==> src/rtl/dsa_pkg.sv <==
// Constants and types shared by the data space access unit.
// Assumes one core clock and no software-visible registers.
`default_nettype none
package dsa_pkg;
  localparam int DATA_W = 16;
  localparam int ADDR_W = 16;
  localparam int BYTE_W = 8;
  localparam int LANES = 2;
  localparam int NEAR_W = 13;
  localparam int RAM_AW = 7;
  localparam int RAM_WORDS = 128;
  localparam int BYTE_SEL_BIT = 0;
  localparam int WORD_LSB = 1;
  // Implemented memory and the fixed X/Y boundary
  localparam logic [15:0] RAM_TOP = 16'h0100;
  localparam logic [15:0] Y_BASE = 16'h0080;
  localparam logic [15:0] Y_LAST = 16'h00ff;
  localparam logic [15:0] NEAR_LAST = 16'h1fff;
  localparam logic [15:0] STEP_BYTE = 16'h0001;
  localparam logic [15:0] STEP_WORD = 16'h0002;
  localparam logic [15:0] ZERO_WORD = 16'h0000;
  localparam logic [7:0] ZERO_BYTE = 8'h00;
  localparam logic [1:0] LANE_NONE = 2'h0;
  localparam logic [1:0] LANE_LO = 2'h1;
  localparam logic [1:0] LANE_HI = 2'h2;
  localparam logic [1:0] LANE_BOTH = 2'h3;
  typedef enum logic [2:0] {
    AM_INDIRECT, AM_POSTINC, AM_MODULO, AM_BITREV, AM_NEAR, AM_ABS16
  } addr_mode_e;
endpackage
`default_nettype wire

==> src/rtl/dual_data_space_access.sv <==
// Data space access unit: X read/write and Y read paths of the core.
// Assumes the core presents one X and one Y request per cycle.
`default_nettype none
module dual_data_space_access (
  input wire logic clock,
  input wire logic rst,
  input wire logic mac_op,
  input wire logic x_req,
  input wire logic x_write,
  input wire logic x_byte,
  input wire logic x_acc_wb,
  input wire dsa_pkg::addr_mode_e x_mode,
  input wire logic [15:0] x_base,
  input wire logic [15:0] x_direct,
  input wire logic [15:0] x_wdata,
  input wire logic x_ptr_pick,
  input wire logic [15:0] x_pointer_a,
  input wire logic [15:0] x_pointer_b,
  input wire logic y_req,
  input wire dsa_pkg::addr_mode_e y_mode,
  input wire logic y_ptr_pick,
  input wire logic [15:0] y_pointer_a,
  input wire logic [15:0] y_pointer_b,
  input wire logic [15:0] mod_start,
  input wire logic [15:0] mod_end,
  input wire logic [15:0] bitrev_step,
  input wire logic [15:0] dest_old,
  input wire logic [15:0] source_working_reg,
  input wire logic sign_extend_op,
  input wire logic zero_extend_op,
  output logic x_rvalid,
  output logic [15:0] x_rdata,
  output logic [15:0] x_load_value,
  output logic y_rvalid,
  output logic [15:0] y_rdata,
  output logic [15:0] x_next_ptr,
  output logic [15:0] y_next_ptr,
  output logic [15:0] ext_value,
  output logic addr_error
);
  localparam int DW = dsa_pkg::DATA_W;
  localparam int AW = dsa_pkg::ADDR_W;
  localparam int BW = dsa_pkg::BYTE_W;
  localparam int NW = dsa_pkg::NEAR_W;
  localparam int SB = dsa_pkg::BYTE_SEL_BIT;

  logic [AW-1:0] x_src, x_ea, x_step, y_ea;
  logic x_unimpl, x_in_y, x_bad_space, x_misalign;
  logic y_take, y_bad, y_misalign;
  logic [dsa_pkg::LANES-1:0] wr_lane;
  logic [DW-1:0] wr_data, ram_x, ram_y, fmt_read, fmt_load, fmt_ext;

  function automatic logic [15:0] bit_rev(input logic [15:0] v);
    bit_rev = {<<{v}};
  endfunction

  function automatic logic [15:0] post_mod(input logic [15:0] p,
                                           input dsa_pkg::addr_mode_e m,
                                           input logic [15:0] step,
                                           input logic wr);
    logic [15:0] inc;
    logic [15:0] rsum;
    inc = p + step;
    rsum = bit_rev(p) + bit_rev(bitrev_step);
    case (m)
      dsa_pkg::AM_POSTINC: post_mod = inc;
      // Wrap once the pointer reaches the buffer end
      dsa_pkg::AM_MODULO: post_mod = (p >= mod_end) ? mod_start : inc;
      // Reads in bit-reversed mode fall back to a plain step
      dsa_pkg::AM_BITREV: post_mod = wr ? bit_rev(rsum) : inc;
      default: post_mod = p;
    endcase
  endfunction

  // Address generation and access checks
  always_comb begin
    x_src = x_base;
    if (mac_op && !x_acc_wb) begin
      x_src = x_ptr_pick ? x_pointer_b : x_pointer_a;
    end
    x_ea = x_src;
    if (x_mode == dsa_pkg::AM_NEAR) begin
      x_ea = {{(AW-NW){1'h0}}, x_direct[NW-1:0]};
    end else if (x_mode == dsa_pkg::AM_ABS16) begin
      x_ea = x_direct;
    end
    x_step = x_byte ? dsa_pkg::STEP_BYTE : dsa_pkg::STEP_WORD;
    y_ea = y_ptr_pick ? y_pointer_b : y_pointer_a;
    x_unimpl = x_ea >= dsa_pkg::RAM_TOP;
    x_in_y = x_ea >= dsa_pkg::Y_BASE && x_ea <= dsa_pkg::Y_LAST;
    // Only MAC prefetch reads split the space; others see it linear
    x_bad_space = mac_op && !x_acc_wb && !x_write && x_in_y;
    x_misalign = !x_byte && x_ea[SB];
    y_take = y_req && mac_op;
    y_bad = !(y_ea >= dsa_pkg::Y_BASE && y_ea <= dsa_pkg::Y_LAST);
    y_misalign = y_ea[SB];
    wr_lane = dsa_pkg::LANE_NONE;
    // Single write path; accumulator write back may go anywhere below RAM_TOP
    if (x_req && x_write && !x_misalign && !x_unimpl) begin
      wr_lane = dsa_pkg::LANE_BOTH;
      if (x_byte) begin
        wr_lane = x_ea[SB] ? dsa_pkg::LANE_HI : dsa_pkg::LANE_LO;
      end
    end
    wr_data = x_byte ? {x_wdata[BW-1:0], x_wdata[BW-1:0]} : x_wdata;
  end

  data_ram u_ram (
    .clock(clock),
    .rst(rst),
    .wr_lane(wr_lane),
    .wr_addr(x_ea[dsa_pkg::RAM_AW:dsa_pkg::WORD_LSB]),
    .wr_data(wr_data),
    .x_addr(x_ea[dsa_pkg::RAM_AW:dsa_pkg::WORD_LSB]),
    .y_addr(y_ea[dsa_pkg::RAM_AW:dsa_pkg::WORD_LSB]),
    .x_data(ram_x),
    .y_data(ram_y)
  );

  // First stage: request attributes and pointer updates
  logic s1_x_rd, s1_x_byte, s1_x_hi, s1_x_zero, s1_y_rd, s1_y_zero, s1_err;
  logic s1_se, s1_ze;
  logic [DW-1:0] s1_dest, s1_src;
  logic next_s1_x_rd, next_s1_x_byte, next_s1_x_hi, next_s1_x_zero;
  logic next_s1_y_rd, next_s1_y_zero, next_s1_err, next_s1_se, next_s1_ze;
  logic [DW-1:0] next_s1_dest, next_s1_src, next_x_next_ptr, next_y_next_ptr;

  always_comb begin
    next_s1_x_rd = x_req && !x_write;
    next_s1_x_byte = x_byte;
    next_s1_x_hi = x_ea[SB];
    next_s1_x_zero = x_unimpl || x_bad_space;
    next_s1_y_rd = y_take;
    next_s1_y_zero = y_bad;
    next_s1_err = (x_req && x_misalign) || (y_take && y_misalign);
    next_s1_dest = dest_old;
    next_s1_src = source_working_reg;
    next_s1_se = sign_extend_op;
    next_s1_ze = zero_extend_op;
    next_x_next_ptr = x_next_ptr;
    if (x_req) begin
      next_x_next_ptr = post_mod(x_src, x_mode, x_step, x_write);
    end
    next_y_next_ptr = y_next_ptr;
    if (y_take) begin
      next_y_next_ptr = post_mod(y_ea, y_mode, dsa_pkg::STEP_WORD, 1'h0);
    end
  end

  always_ff @(posedge clock or posedge rst) begin
    if (rst) begin
      s1_x_rd <= 1'h0;
      s1_x_byte <= 1'h0;
      s1_x_hi <= 1'h0;
      s1_x_zero <= 1'h0;
      s1_y_rd <= 1'h0;
      s1_y_zero <= 1'h0;
      s1_err <= 1'h0;
      s1_dest <= dsa_pkg::ZERO_WORD;
      s1_src <= dsa_pkg::ZERO_WORD;
      s1_se <= 1'h0;
      s1_ze <= 1'h0;
      x_next_ptr <= dsa_pkg::ZERO_WORD;
      y_next_ptr <= dsa_pkg::ZERO_WORD;
    end else begin
      s1_x_rd <= next_s1_x_rd;
      s1_x_byte <= next_s1_x_byte;
      s1_x_hi <= next_s1_x_hi;
      s1_x_zero <= next_s1_x_zero;
      s1_y_rd <= next_s1_y_rd;
      s1_y_zero <= next_s1_y_zero;
      s1_err <= next_s1_err;
      s1_dest <= next_s1_dest;
      s1_src <= next_s1_src;
      s1_se <= next_s1_se;
      s1_ze <= next_s1_ze;
      x_next_ptr <= next_x_next_ptr;
      y_next_ptr <= next_y_next_ptr;
    end
  end

  load_format u_fmt (
    .word(ram_x),
    .byte_hi(s1_x_hi),
    .byte_op(s1_x_byte),
    .zeroed(s1_x_zero),
    .dest_old(s1_dest),
    .source_working_reg(s1_src),
    .sign_extend_op(s1_se),
    .zero_extend_op(s1_ze),
    .read_value(fmt_read),
    .load_value(fmt_load),
    .ext_value(fmt_ext)
  );

  // Output stage: read data, merged load value, error pulse
  logic next_x_rvalid, next_y_rvalid, next_addr_error;
  logic [DW-1:0] next_x_rdata, next_x_load_value, next_y_rdata, next_ext_value;

  always_comb begin
    // A misaligned read still completes; the trap comes in the same cycle
    next_x_rvalid = s1_x_rd;
    next_x_rdata = s1_x_rd ? fmt_read : x_rdata;
    next_x_load_value = s1_x_rd ? fmt_load : x_load_value;
    next_y_rvalid = s1_y_rd;
    next_y_rdata = y_rdata;
    if (s1_y_rd) begin
      next_y_rdata = s1_y_zero ? dsa_pkg::ZERO_WORD : ram_y;
    end
    next_ext_value = (s1_se || s1_ze) ? fmt_ext : ext_value;
    next_addr_error = s1_err;
  end

  always_ff @(posedge clock or posedge rst) begin
    if (rst) begin
      x_rvalid <= 1'h0;
      x_rdata <= dsa_pkg::ZERO_WORD;
      x_load_value <= dsa_pkg::ZERO_WORD;
      y_rvalid <= 1'h0;
      y_rdata <= dsa_pkg::ZERO_WORD;
      ext_value <= dsa_pkg::ZERO_WORD;
      addr_error <= 1'h0;
    end else begin
      x_rvalid <= next_x_rvalid;
      x_rdata <= next_x_rdata;
      x_load_value <= next_x_load_value;
      y_rvalid <= next_y_rvalid;
      y_rdata <= next_y_rdata;
      ext_value <= next_ext_value;
      addr_error <= next_addr_error;
    end
  end
endmodule
`default_nettype wire

==> src/rtl/data_ram.sv <==
// Byte-laned data memory: one write port, X and Y read ports.
// Assumes addresses are word indices; read data is registered.
`default_nettype none
module data_ram (
  input wire logic clock,
  input wire logic rst,
  input wire logic [dsa_pkg::LANES-1:0] wr_lane,
  input wire logic [dsa_pkg::RAM_AW-1:0] wr_addr,
  input wire logic [dsa_pkg::DATA_W-1:0] wr_data,
  input wire logic [dsa_pkg::RAM_AW-1:0] x_addr,
  input wire logic [dsa_pkg::RAM_AW-1:0] y_addr,
  output logic [dsa_pkg::DATA_W-1:0] x_data,
  output logic [dsa_pkg::DATA_W-1:0] y_data
);
  localparam int BW = dsa_pkg::BYTE_W;

  // Shared word decode, one write strobe per byte lane
  for (genvar lane = 0; lane < dsa_pkg::LANES; lane++) begin : g_lane
    logic [BW-1:0] cells [dsa_pkg::RAM_WORDS];
    logic [BW-1:0] x_q;
    logic [BW-1:0] y_q;
    always_ff @(posedge clock) begin
      if (wr_lane[lane]) begin
        cells[wr_addr] <= wr_data[lane*BW +: BW];
      end
    end
    // Same-cycle read of a written word returns the old value
    always_ff @(posedge clock or posedge rst) begin
      if (rst) begin
        x_q <= dsa_pkg::ZERO_BYTE;
        y_q <= dsa_pkg::ZERO_BYTE;
      end else begin
        x_q <= cells[x_addr];
        y_q <= cells[y_addr];
      end
    end
    assign x_data[lane*BW +: BW] = x_q;
    assign y_data[lane*BW +: BW] = y_q;
  end
endmodule
`default_nettype wire

==> src/rtl/load_format.sv <==
// Byte selection, register byte merge and sign/zero extension.
// Purely combinational; the caller registers the results.
`default_nettype none
module load_format (
  input wire logic [dsa_pkg::DATA_W-1:0] word,
  input wire logic byte_hi,
  input wire logic byte_op,
  input wire logic zeroed,
  input wire logic [dsa_pkg::DATA_W-1:0] dest_old,
  input wire logic [dsa_pkg::DATA_W-1:0] source_working_reg,
  input wire logic sign_extend_op,
  input wire logic zero_extend_op,
  output logic [dsa_pkg::DATA_W-1:0] read_value,
  output logic [dsa_pkg::DATA_W-1:0] load_value,
  output logic [dsa_pkg::DATA_W-1:0] ext_value
);
  localparam int BW = dsa_pkg::BYTE_W;
  localparam int DW = dsa_pkg::DATA_W;
  logic [BW-1:0] picked;

  always_comb begin
    picked = byte_hi ? word[DW-1:BW] : word[BW-1:0];
    if (zeroed) begin
      picked = dsa_pkg::ZERO_BYTE;
    end
    read_value = zeroed ? dsa_pkg::ZERO_WORD : word;
    if (byte_op) begin
      read_value = {dsa_pkg::ZERO_BYTE, picked};
    end
    load_value = byte_op ? {dest_old[DW-1:BW], picked} : read_value;
    ext_value = source_working_reg;
    if (sign_extend_op) begin
      ext_value = {{BW{source_working_reg[BW-1]}}, source_working_reg[BW-1:0]};
    end else if (zero_extend_op) begin
      ext_value = {dsa_pkg::ZERO_BYTE, source_working_reg[BW-1:0]};
    end
  end
endmodule
`default_nettype wire

==> config.mk <==
export PLATFORM = sky130hd
export DESIGN_NAME = dual_data_space_access
export DESIGN_NICKNAME = d
export VERILOG_FILES = /design/src/rtl/dsa_pkg.sv /design/src/rtl/dual_data_space_access.sv /design/src/rtl/data_ram.sv /design/src/rtl/load_format.sv
export SDC_FILE = /design/constraint.sdc
export NUM_CORES = 2
export LEC_CHECK = 0
export ABC_AREA = 1
export BUFFER_PORTS_ARGS = -buffer_cell sky130_fd_sc_hd__buf_2
export CORE_MARGIN = 5
export CORE_UTILIZATION = 40
export DETAILED_ROUTE_END_ITERATION = 7
export PLACE_DENSITY_LB_ADDON = 0.25
export SLEW_MARGIN = 20
export SYNTH_ARGS = -nofsm -noshare
export SYNTH_HDL_FRONTEND = slang
export SYNTH_SLANG_ARGS = --single-unit
==> constraint.sdc <==
create_clock -name clock -period 13.6 [get_ports clock]
set_clock_uncertainty 0.05 [all_clocks]
set_input_delay 2.72 -clock clock [delete_from_list [all_inputs] [get_ports clock]]
set_output_delay 2.72 -clock clock [all_outputs]
set_load 0.1 [all_outputs]
; After elaboration in Yosys (flattened, before gate mapping)
; Memories as Yosys holds them, arrays and structs flattened. A register that Yosys moved wholly into a read port is not among the register bits.
; Cells that the tools add are included.
; Widths: inputs -> output; s select.
[word_totals]
register_bits = 140
mem_bits_rw = 2048
elab_cells = 90
mem_count = 2
[memory_table]
columns = memory, depth, width, rd, rd_clocked_by_memory_dff, write_ports, line_no
row1 = u_ram.g_lane[0].cells, 128, 8, 2, 2, 1, data_ram.sv:19  ; logic [BW-1:0] cells [dsa_pkg::RAM_WORDS];
row2 = u_ram.g_lane[1].cells, 128, 8, 2, 2, 1, data_ram.sv:19
[classes]
n_addsub = 3
order_cmp = 7
n_eq_ne = 8
n_mux = 27
reduce_logical = 23
[op_table]
columns = operator, n
row1 = $mux 16, 15
row2 = $pmux 16 s3, 1
row3 = $ge 16x16->1, 2
row4 = $ge 16x8->1 const B, 2
row5 = $le 16x8->1 const B, 2
row6 = $pmux 16 s2, 1
row7 = $add 16x16->16, 1
row8 = $add 16x2->16, 1
row9 = $add 16x2->16 const B, 1
row10 = $ge 16x9->1 const B, 1
row11 = $mux 8, 2
row12 = $logic_and 1x1->1, 13
row13 = $eq 3x2->1 const B, 4
row14 = $mux 2, 4
row15 = $eq 3x1->1 const B, 2
row16 = $eq 3x3->1 const B, 2
row17 = $logic_not 1->1, 6
row18 = $mux 1, 4
row19 = $logic_or 1x1->1, 3
row20 = $reduce_or 2->1, 1

; Logic depth before layout (Yosys ltp)
[depth]
word_depth = 12
depth_mapped = 22
mapped_depth_nobuf = 21

; Modules after synthesis
; From an unflattened synthesis, not the netlist that was laid out.
[hier_totals]
cells_unflattened = 12966
area_unflattened_um2 = 114602.4
[modules_own_cells]
columns = mod, instances, cells_per_inst, area_each_um2, seq_area_each_um2
row1 = data_ram, 1, 11589, 104602.8, 62299.8
row2 = dual_data_space_access, 1, 1264, 9481.6, 3503.4
row3 = load_format, 1, 113, 518.0, 0.0

; Worst setup path after synthesis
; No wires, ideal clock.
[synth_timing]
path_type = input to register
startpoint = in y_ptr_pick
endpoint = reg y_next_ptr[3]
arrival_ns = 5.299
required_time_ns = 13.419
path_slack_ns = 8.120
stages = 19
cell_sequence = buf_4 > clkinv_2 > nand2_1 > nand2_1 > buf_2 > buf_2 > clkbuf_1 > ha_1 > a21oi_1 > o21ai_0 > nand2_1 > o211ai_1 > nand2_1 > nand3_1 > clkinv_1 > clkbuf_1 > nand2_1 > o211ai_1 > a31oi_1
[synth_via]
elab_chain_cells = 4
word_cells_on_any_way = 5
cone_classes = add/sub: 1 / order compare: 1 / mux: 3
[synth_lines]
columns = element, line_no
row1 = start: declaration, dual_data_space_access.sv:21  ; input wire logic y_ptr_pick,
row2 = $mux 16 (*), dual_data_space_access.sv:88  ; y_ea = y_ptr_pick ? y_pointer_b : y_pointer_a;
row3 = $add 16x2->16 or $ge 16x16->1 (tied branches), "dual_data_space_access.sv:63, dual_data_space_access.sv:68"
row4 = $mux 16, dual_data_space_access.sv:68  ; dsa_pkg::AM_MODULO: post_mod = (p >= mod_end) ? mod_start : inc;
row5 = $pmux 16 s2 (*), dual_data_space_access.sv:65  ; case (m)
row6 = end signal: assignment, dual_data_space_access.sv:164  ; y_next_ptr <= dsa_pkg::ZERO_WORD;
row7 = end signal: assignment, dual_data_space_access.sv:178  ; y_next_ptr <= next_y_next_ptr;
row8 = end: declaration, dual_data_space_access.sv:37  ; output logic [15:0] y_next_ptr,
; Every way passes the cells marked *; elsewhere a longest branch is shown, timed or not.
; A chain may end at the register's enable or synchronous reset.

; Worst setup path in the final report
[layout_timing]
startpoint = in x_ptr_pick
endpoint = reg u_ram.g_lane[1].x_q[7], read port of u_ram.g_lane[1].cells
[layout_via]
elab_chain_cells = 4
[layout_lines]
columns = element, line_no
row1 = start: declaration, dual_data_space_access.sv:16  ; input wire logic x_ptr_pick,
row2 = $mux 16, dual_data_space_access.sv:79  ; x_src = x_ptr_pick ? x_pointer_b : x_pointer_a;
row3 = $mux 16, dual_data_space_access.sv:78  ; if (mac_op && !x_acc_wb) begin
row4 = $mux 16, dual_data_space_access.sv:84  ; end else if (x_mode == dsa_pkg::AM_ABS16) begin
row5 = $mux 16, dual_data_space_access.sv:82  ; if (x_mode == dsa_pkg::AM_NEAR) begin
row6 = end: declaration, data_ram.sv:20  ; logic [BW-1:0] x_q;
; No other way between the ends.

==> metrics.md <==
| Metric | Value |
|---|---|
| Reg area | `0.0652 mm^2` |
| Cts hold-fix bufs | `0` |
| Min cycle time layout | `between 7000 and 8000 ps` |
| CTS tree | `done` |
| Reg2reg setup slack | `about 11000 ps` |
| Setup CP Type | `in -> reg` |
| First-pass DRT Iterations | `6` |
| Hold Fails Final Rpt | `0` |
| Synth cell types | `55` |
| Slew Limit Fails | `0` |
| CP arrival | `7950 ps` |
| Cell taking the most area after synthesis | `edfxtp_1` |
| Most numerous cell in the Yosys netlist | `nand2_1` |
| Synthesized area per cell | `about 8.5 um^2` |
| Setup TNS | `0 ps` |
| Cell Pwr Density | `approximately 130 mW/mm^2` |
| Overall Global Routing Usage | `27.1%` |
| Mux contribution to synthesized area | `less than 1%` |
| Flop pwr share | `around 44%` |
| Post-Syn Instances | `between 10k and 15k` |
| Reg2reg start | `u_ram.g_lane[1].cells[83][2]` |
| Setup WS pre-CTS | `about 5700 ps` |
| Synth Area in Adders | `0.570%` |
| Initial antenna violation count | `19` |
| Hold Path Origin | `next_addr_error` |
| Nets | `about 14k` |
| Detail Route Antenna Nets | `0` |
| Final setup violating endpoints | `0` |
| Worst hold endpoint | `addr_error` |
| HPWL after DPL | `around 260000 um` |
| Syn nets | `roughly 14k` |
| Leakage Power | `51.7 nW` |
| Iter 0 DRT Violations | `approximately 12k` |
| Reg-to-Reg End | `u_ram.g_lane[1].x_q[2]` |
| Post-Synth XOR/XNOR Area | `0.165%` |
| Top cells by area, synth | `edfxtp_1, nand2_1, o21ai_0` |
| Die area | `a little over 0.3 mm^2` |
| Worst-Skew Late Latency | `930 ps` |
| CTS Buf Count | `239` |
| CTS root buffer | `clkbuf_16` |
| Worst setup margin | `6340 ps` |
| Int Pwr | `around 12 mW` |
| Sequential area share after synthesis | `a little under three fifths` |
| I/O pins | `just over 300` |
| CP max FO | `91` |
| Wire length per cell | `approximately 24 um` |
| Maxcap violations | `0` |
| Largest net degree at the start of global routing | `around 170` |
| Synthesized area | `about 0.12 mm^2` |
| Fin crit share | `53.4%` |
| Element type at the critical path end | `flop` |
| Fill cells | `around 28k` |
| Synth Register Bits | `around 2.2k` |
| Total number of vias | `just under 100k` |
| P&R area growth vs syn | `11.0%` |
| Compound-Gate Fraction of Synth Area | `approximately 13%` |
| Fmax achieved | `about 0.14 GHz` |
| Sw Share | `a little under a third` |
| Clock slew at reported path FFs | `roughly 60 ps` |
| Simple-gate portion of the synthesized area | `roughly 25%` |
| Layout cells sized above 1 | `9.16%` |
| Vias in the first global route | `approximately 91k` |
| Maximum clock insertion buffer count | `4` |
| Setup crit start | `x_ptr_pick` |
| Initial Utilization | `about two fifths` |
| Chip height | `roughly 550 um` |
| Number of H-tree levels | `4` |
| Slew margin rel. | `roughly 18%` |
| FF-to-FF path depth | `12` |
| Clk sinks | `roughly 2.2k` |
| Worst Max-Slew Pin Slew | `about 1200 ps` |
| Hold depth | `0` |
| Critical path data required time | `roughly 14000 ps` |
| Via density per instance | `between 5 and 6` |
| Yosys warns | `0` |
| Total global routing overflow | `0` |
| Combinational power share | `around 18%` |
| Critical Path Source Type | `input pin` |
| Floorplan Core Area | `approximately 0.29 mm^2` |
| I/O Buffers | `292` |
| Global-route wire length before repair | `a little over 600000 um` |
| Largest family of logic cells by synthesized area | `simple AND/OR/NAND/NOR gates` |
| GP Congestion | `between 0.9 and 1` |
| Synth top area share | `between 50% and 60%` |
| Die width | `roughly 550 um` |
| Number of enable flip-flop cells after synthesis | `slightly above 2k` |
| Outcome | `finished, final reports clean` |
| Synth async-reset ratio | `around 6.7%` |
| Most frequent cells after synthesis | `nand2_1, edfxtp_1, o21ai_0, nor2_1, inv_1` |
| WL final | `427000 um` |
| RSZ-0062 raised after global routing | `no` |
| Post-CTS setup buffers | `0` |
| Post-layout utilization of the core | `approximately 45%` |
| Post-cts resize count | `0` |
| Net Switching | `5.13 mW` |
| Area occupied by multi-input gates | `about 0.045 mm^2` |
| Maximum VDD drop | `~0.10 mV` |
| Worst min path class | `reg -> reg` |
| Top_reg_cell synth | `edfxtp_1` |
| Row count | `198` |
| Detailed-route DRC error count | `0` |
| Clock power frac | `approximately 38%` |
==> layer usage <==
| metal | vias up | share of wire [%] | routed length (um) | track usage [%] |
|---|---|---|---|---|
| li1 | 45800 | - | - | - |
| met1 | 47200 | 39 | 166000 | 35.8 |
| met2 | 5334 | 45 | 193000 | 43.2 |
| met3 | 993 | 11 | 45300 | 5.03 |
| met4 | 4 | 5.3 | 22700 | 12.7 |
| met5 | - | 0.0049 | 21 | 0 |
==> logic make-up after synthesis <==
group / after synthesis
compound gates: 2463
xor+xnor: 22
fa+ha+maj: 52
buf+inv: 1724
flops: 2196
mux: 1
simple gates: 7206
==> cell usage in the layout (no fill, tap or decap), drive strengths merged, types with 3 or more instances in the layout <==
cell,Yosys,final
o311ai,51,51
clkbuf,453,281
o21ai,1242,1242
o21a,3,3
o221ai,8,8
xor2,20,20
bufinv,0,22
o31ai,54,54
edfxtp,2048,2048
o32ai,9,9
or2,105,105
nor3,298,298
a21boi,5,5
nor2,738,738
o21bai,14,14
ha,50,50
o211ai,670,670
nand4,16,16
buf,537,574
nand2,5535,5535
clkinv,9,124
a21o,5,5
nand3,508,508
diode,0,9
a211oi,8,8
o22ai,70,70
inv,725,730
a31oi,53,53
dfrtp,148,148
a21oi,269,269
clkinvlp,0,5
==> critical path: stages <==
cell and delay (ps):
buf_2 170, inv_2 280, nand2_1 120, nand3_1 240, nand3_4 80, buf_4 330
nand2_8 520, buf_4 640, buf_4 780, o21ai_0 190, nand2_1 100, a21oi_1 100
o21ai_0 710, nand2_1 100, inv_1 80, nand2_1 50, nor2_1 340, nand2_1 270
==> power groups by stage <==
stage | sequential (mW) | combinational [mW] | clock, mW
floorplan | 7.81 | 1.64 | 0
global placement | 7.64 | 2.90 | 0
detailed placement | 7.65 | 2.91 | 0
CTS | 7.50 | 2.92 | 6.48
global route | 7.50 | 3.19 | 6.76
finish | 7.50 | 2.99 | 6.43
==> sequential cells by signal, indices dropped and copies added (netlist names), 16 cells and up <==
name / flops
y_next_ptr: 16
ext_value: 16
u_ram.g_lane.x_q: 16
x_next_ptr: 16
u_ram.g_lane.y_q: 16
u_ram.g_lane.cells: 2048
x_rdata: 16
y_rdata: 16
==> worst max path at each step <==
| stage | end | cells after the start |
|---|---|---|
| 4_1_cts | u_ram.g_lane[1].x_q[7] | 18 |
| 3_3_place_gp | u_ram.g_lane[1].cells[39][2] | 13 |
| 3_5_place_dp | u_ram.g_lane[1].x_q[7] | 18 |
| 6_report | u_ram.g_lane[1].x_q[7] | 18 |
| 2_1_floorplan | addr_error | 1 |
| 5_1_grt | u_ram.g_lane[0].x_q[4] | 20 |
==> stage by stage <==
stage                     power, mW  area, um^2  std cells  hold slack, ps
after global placement         10.5      122000      17100             284
after floorplan                9.45      117000      13700             281
after CTS                      16.9      130000      17600             303
after global routing           17.4      130000      17600             319
after detailed placement       10.6      122000      17100             289
final                          16.9      130000      17600             300
==> cell type report <==
| type | count | area share [%] |
|---|---|---|
| sequential | 2196 | 50.3 |
| multi-input combinational | 9744 | 34.8 |
| clock buffer | 281 | 4.82 |
| tap | 3900 | 3.77 |
| timing repair buffer | 574 | 3.12 |
| inverter | 734 | 2.15 |
| clock inverter | 147 | 0.998 |
| antenna | 9 | 0.0174 |
(Power assumes the default switching activity.)
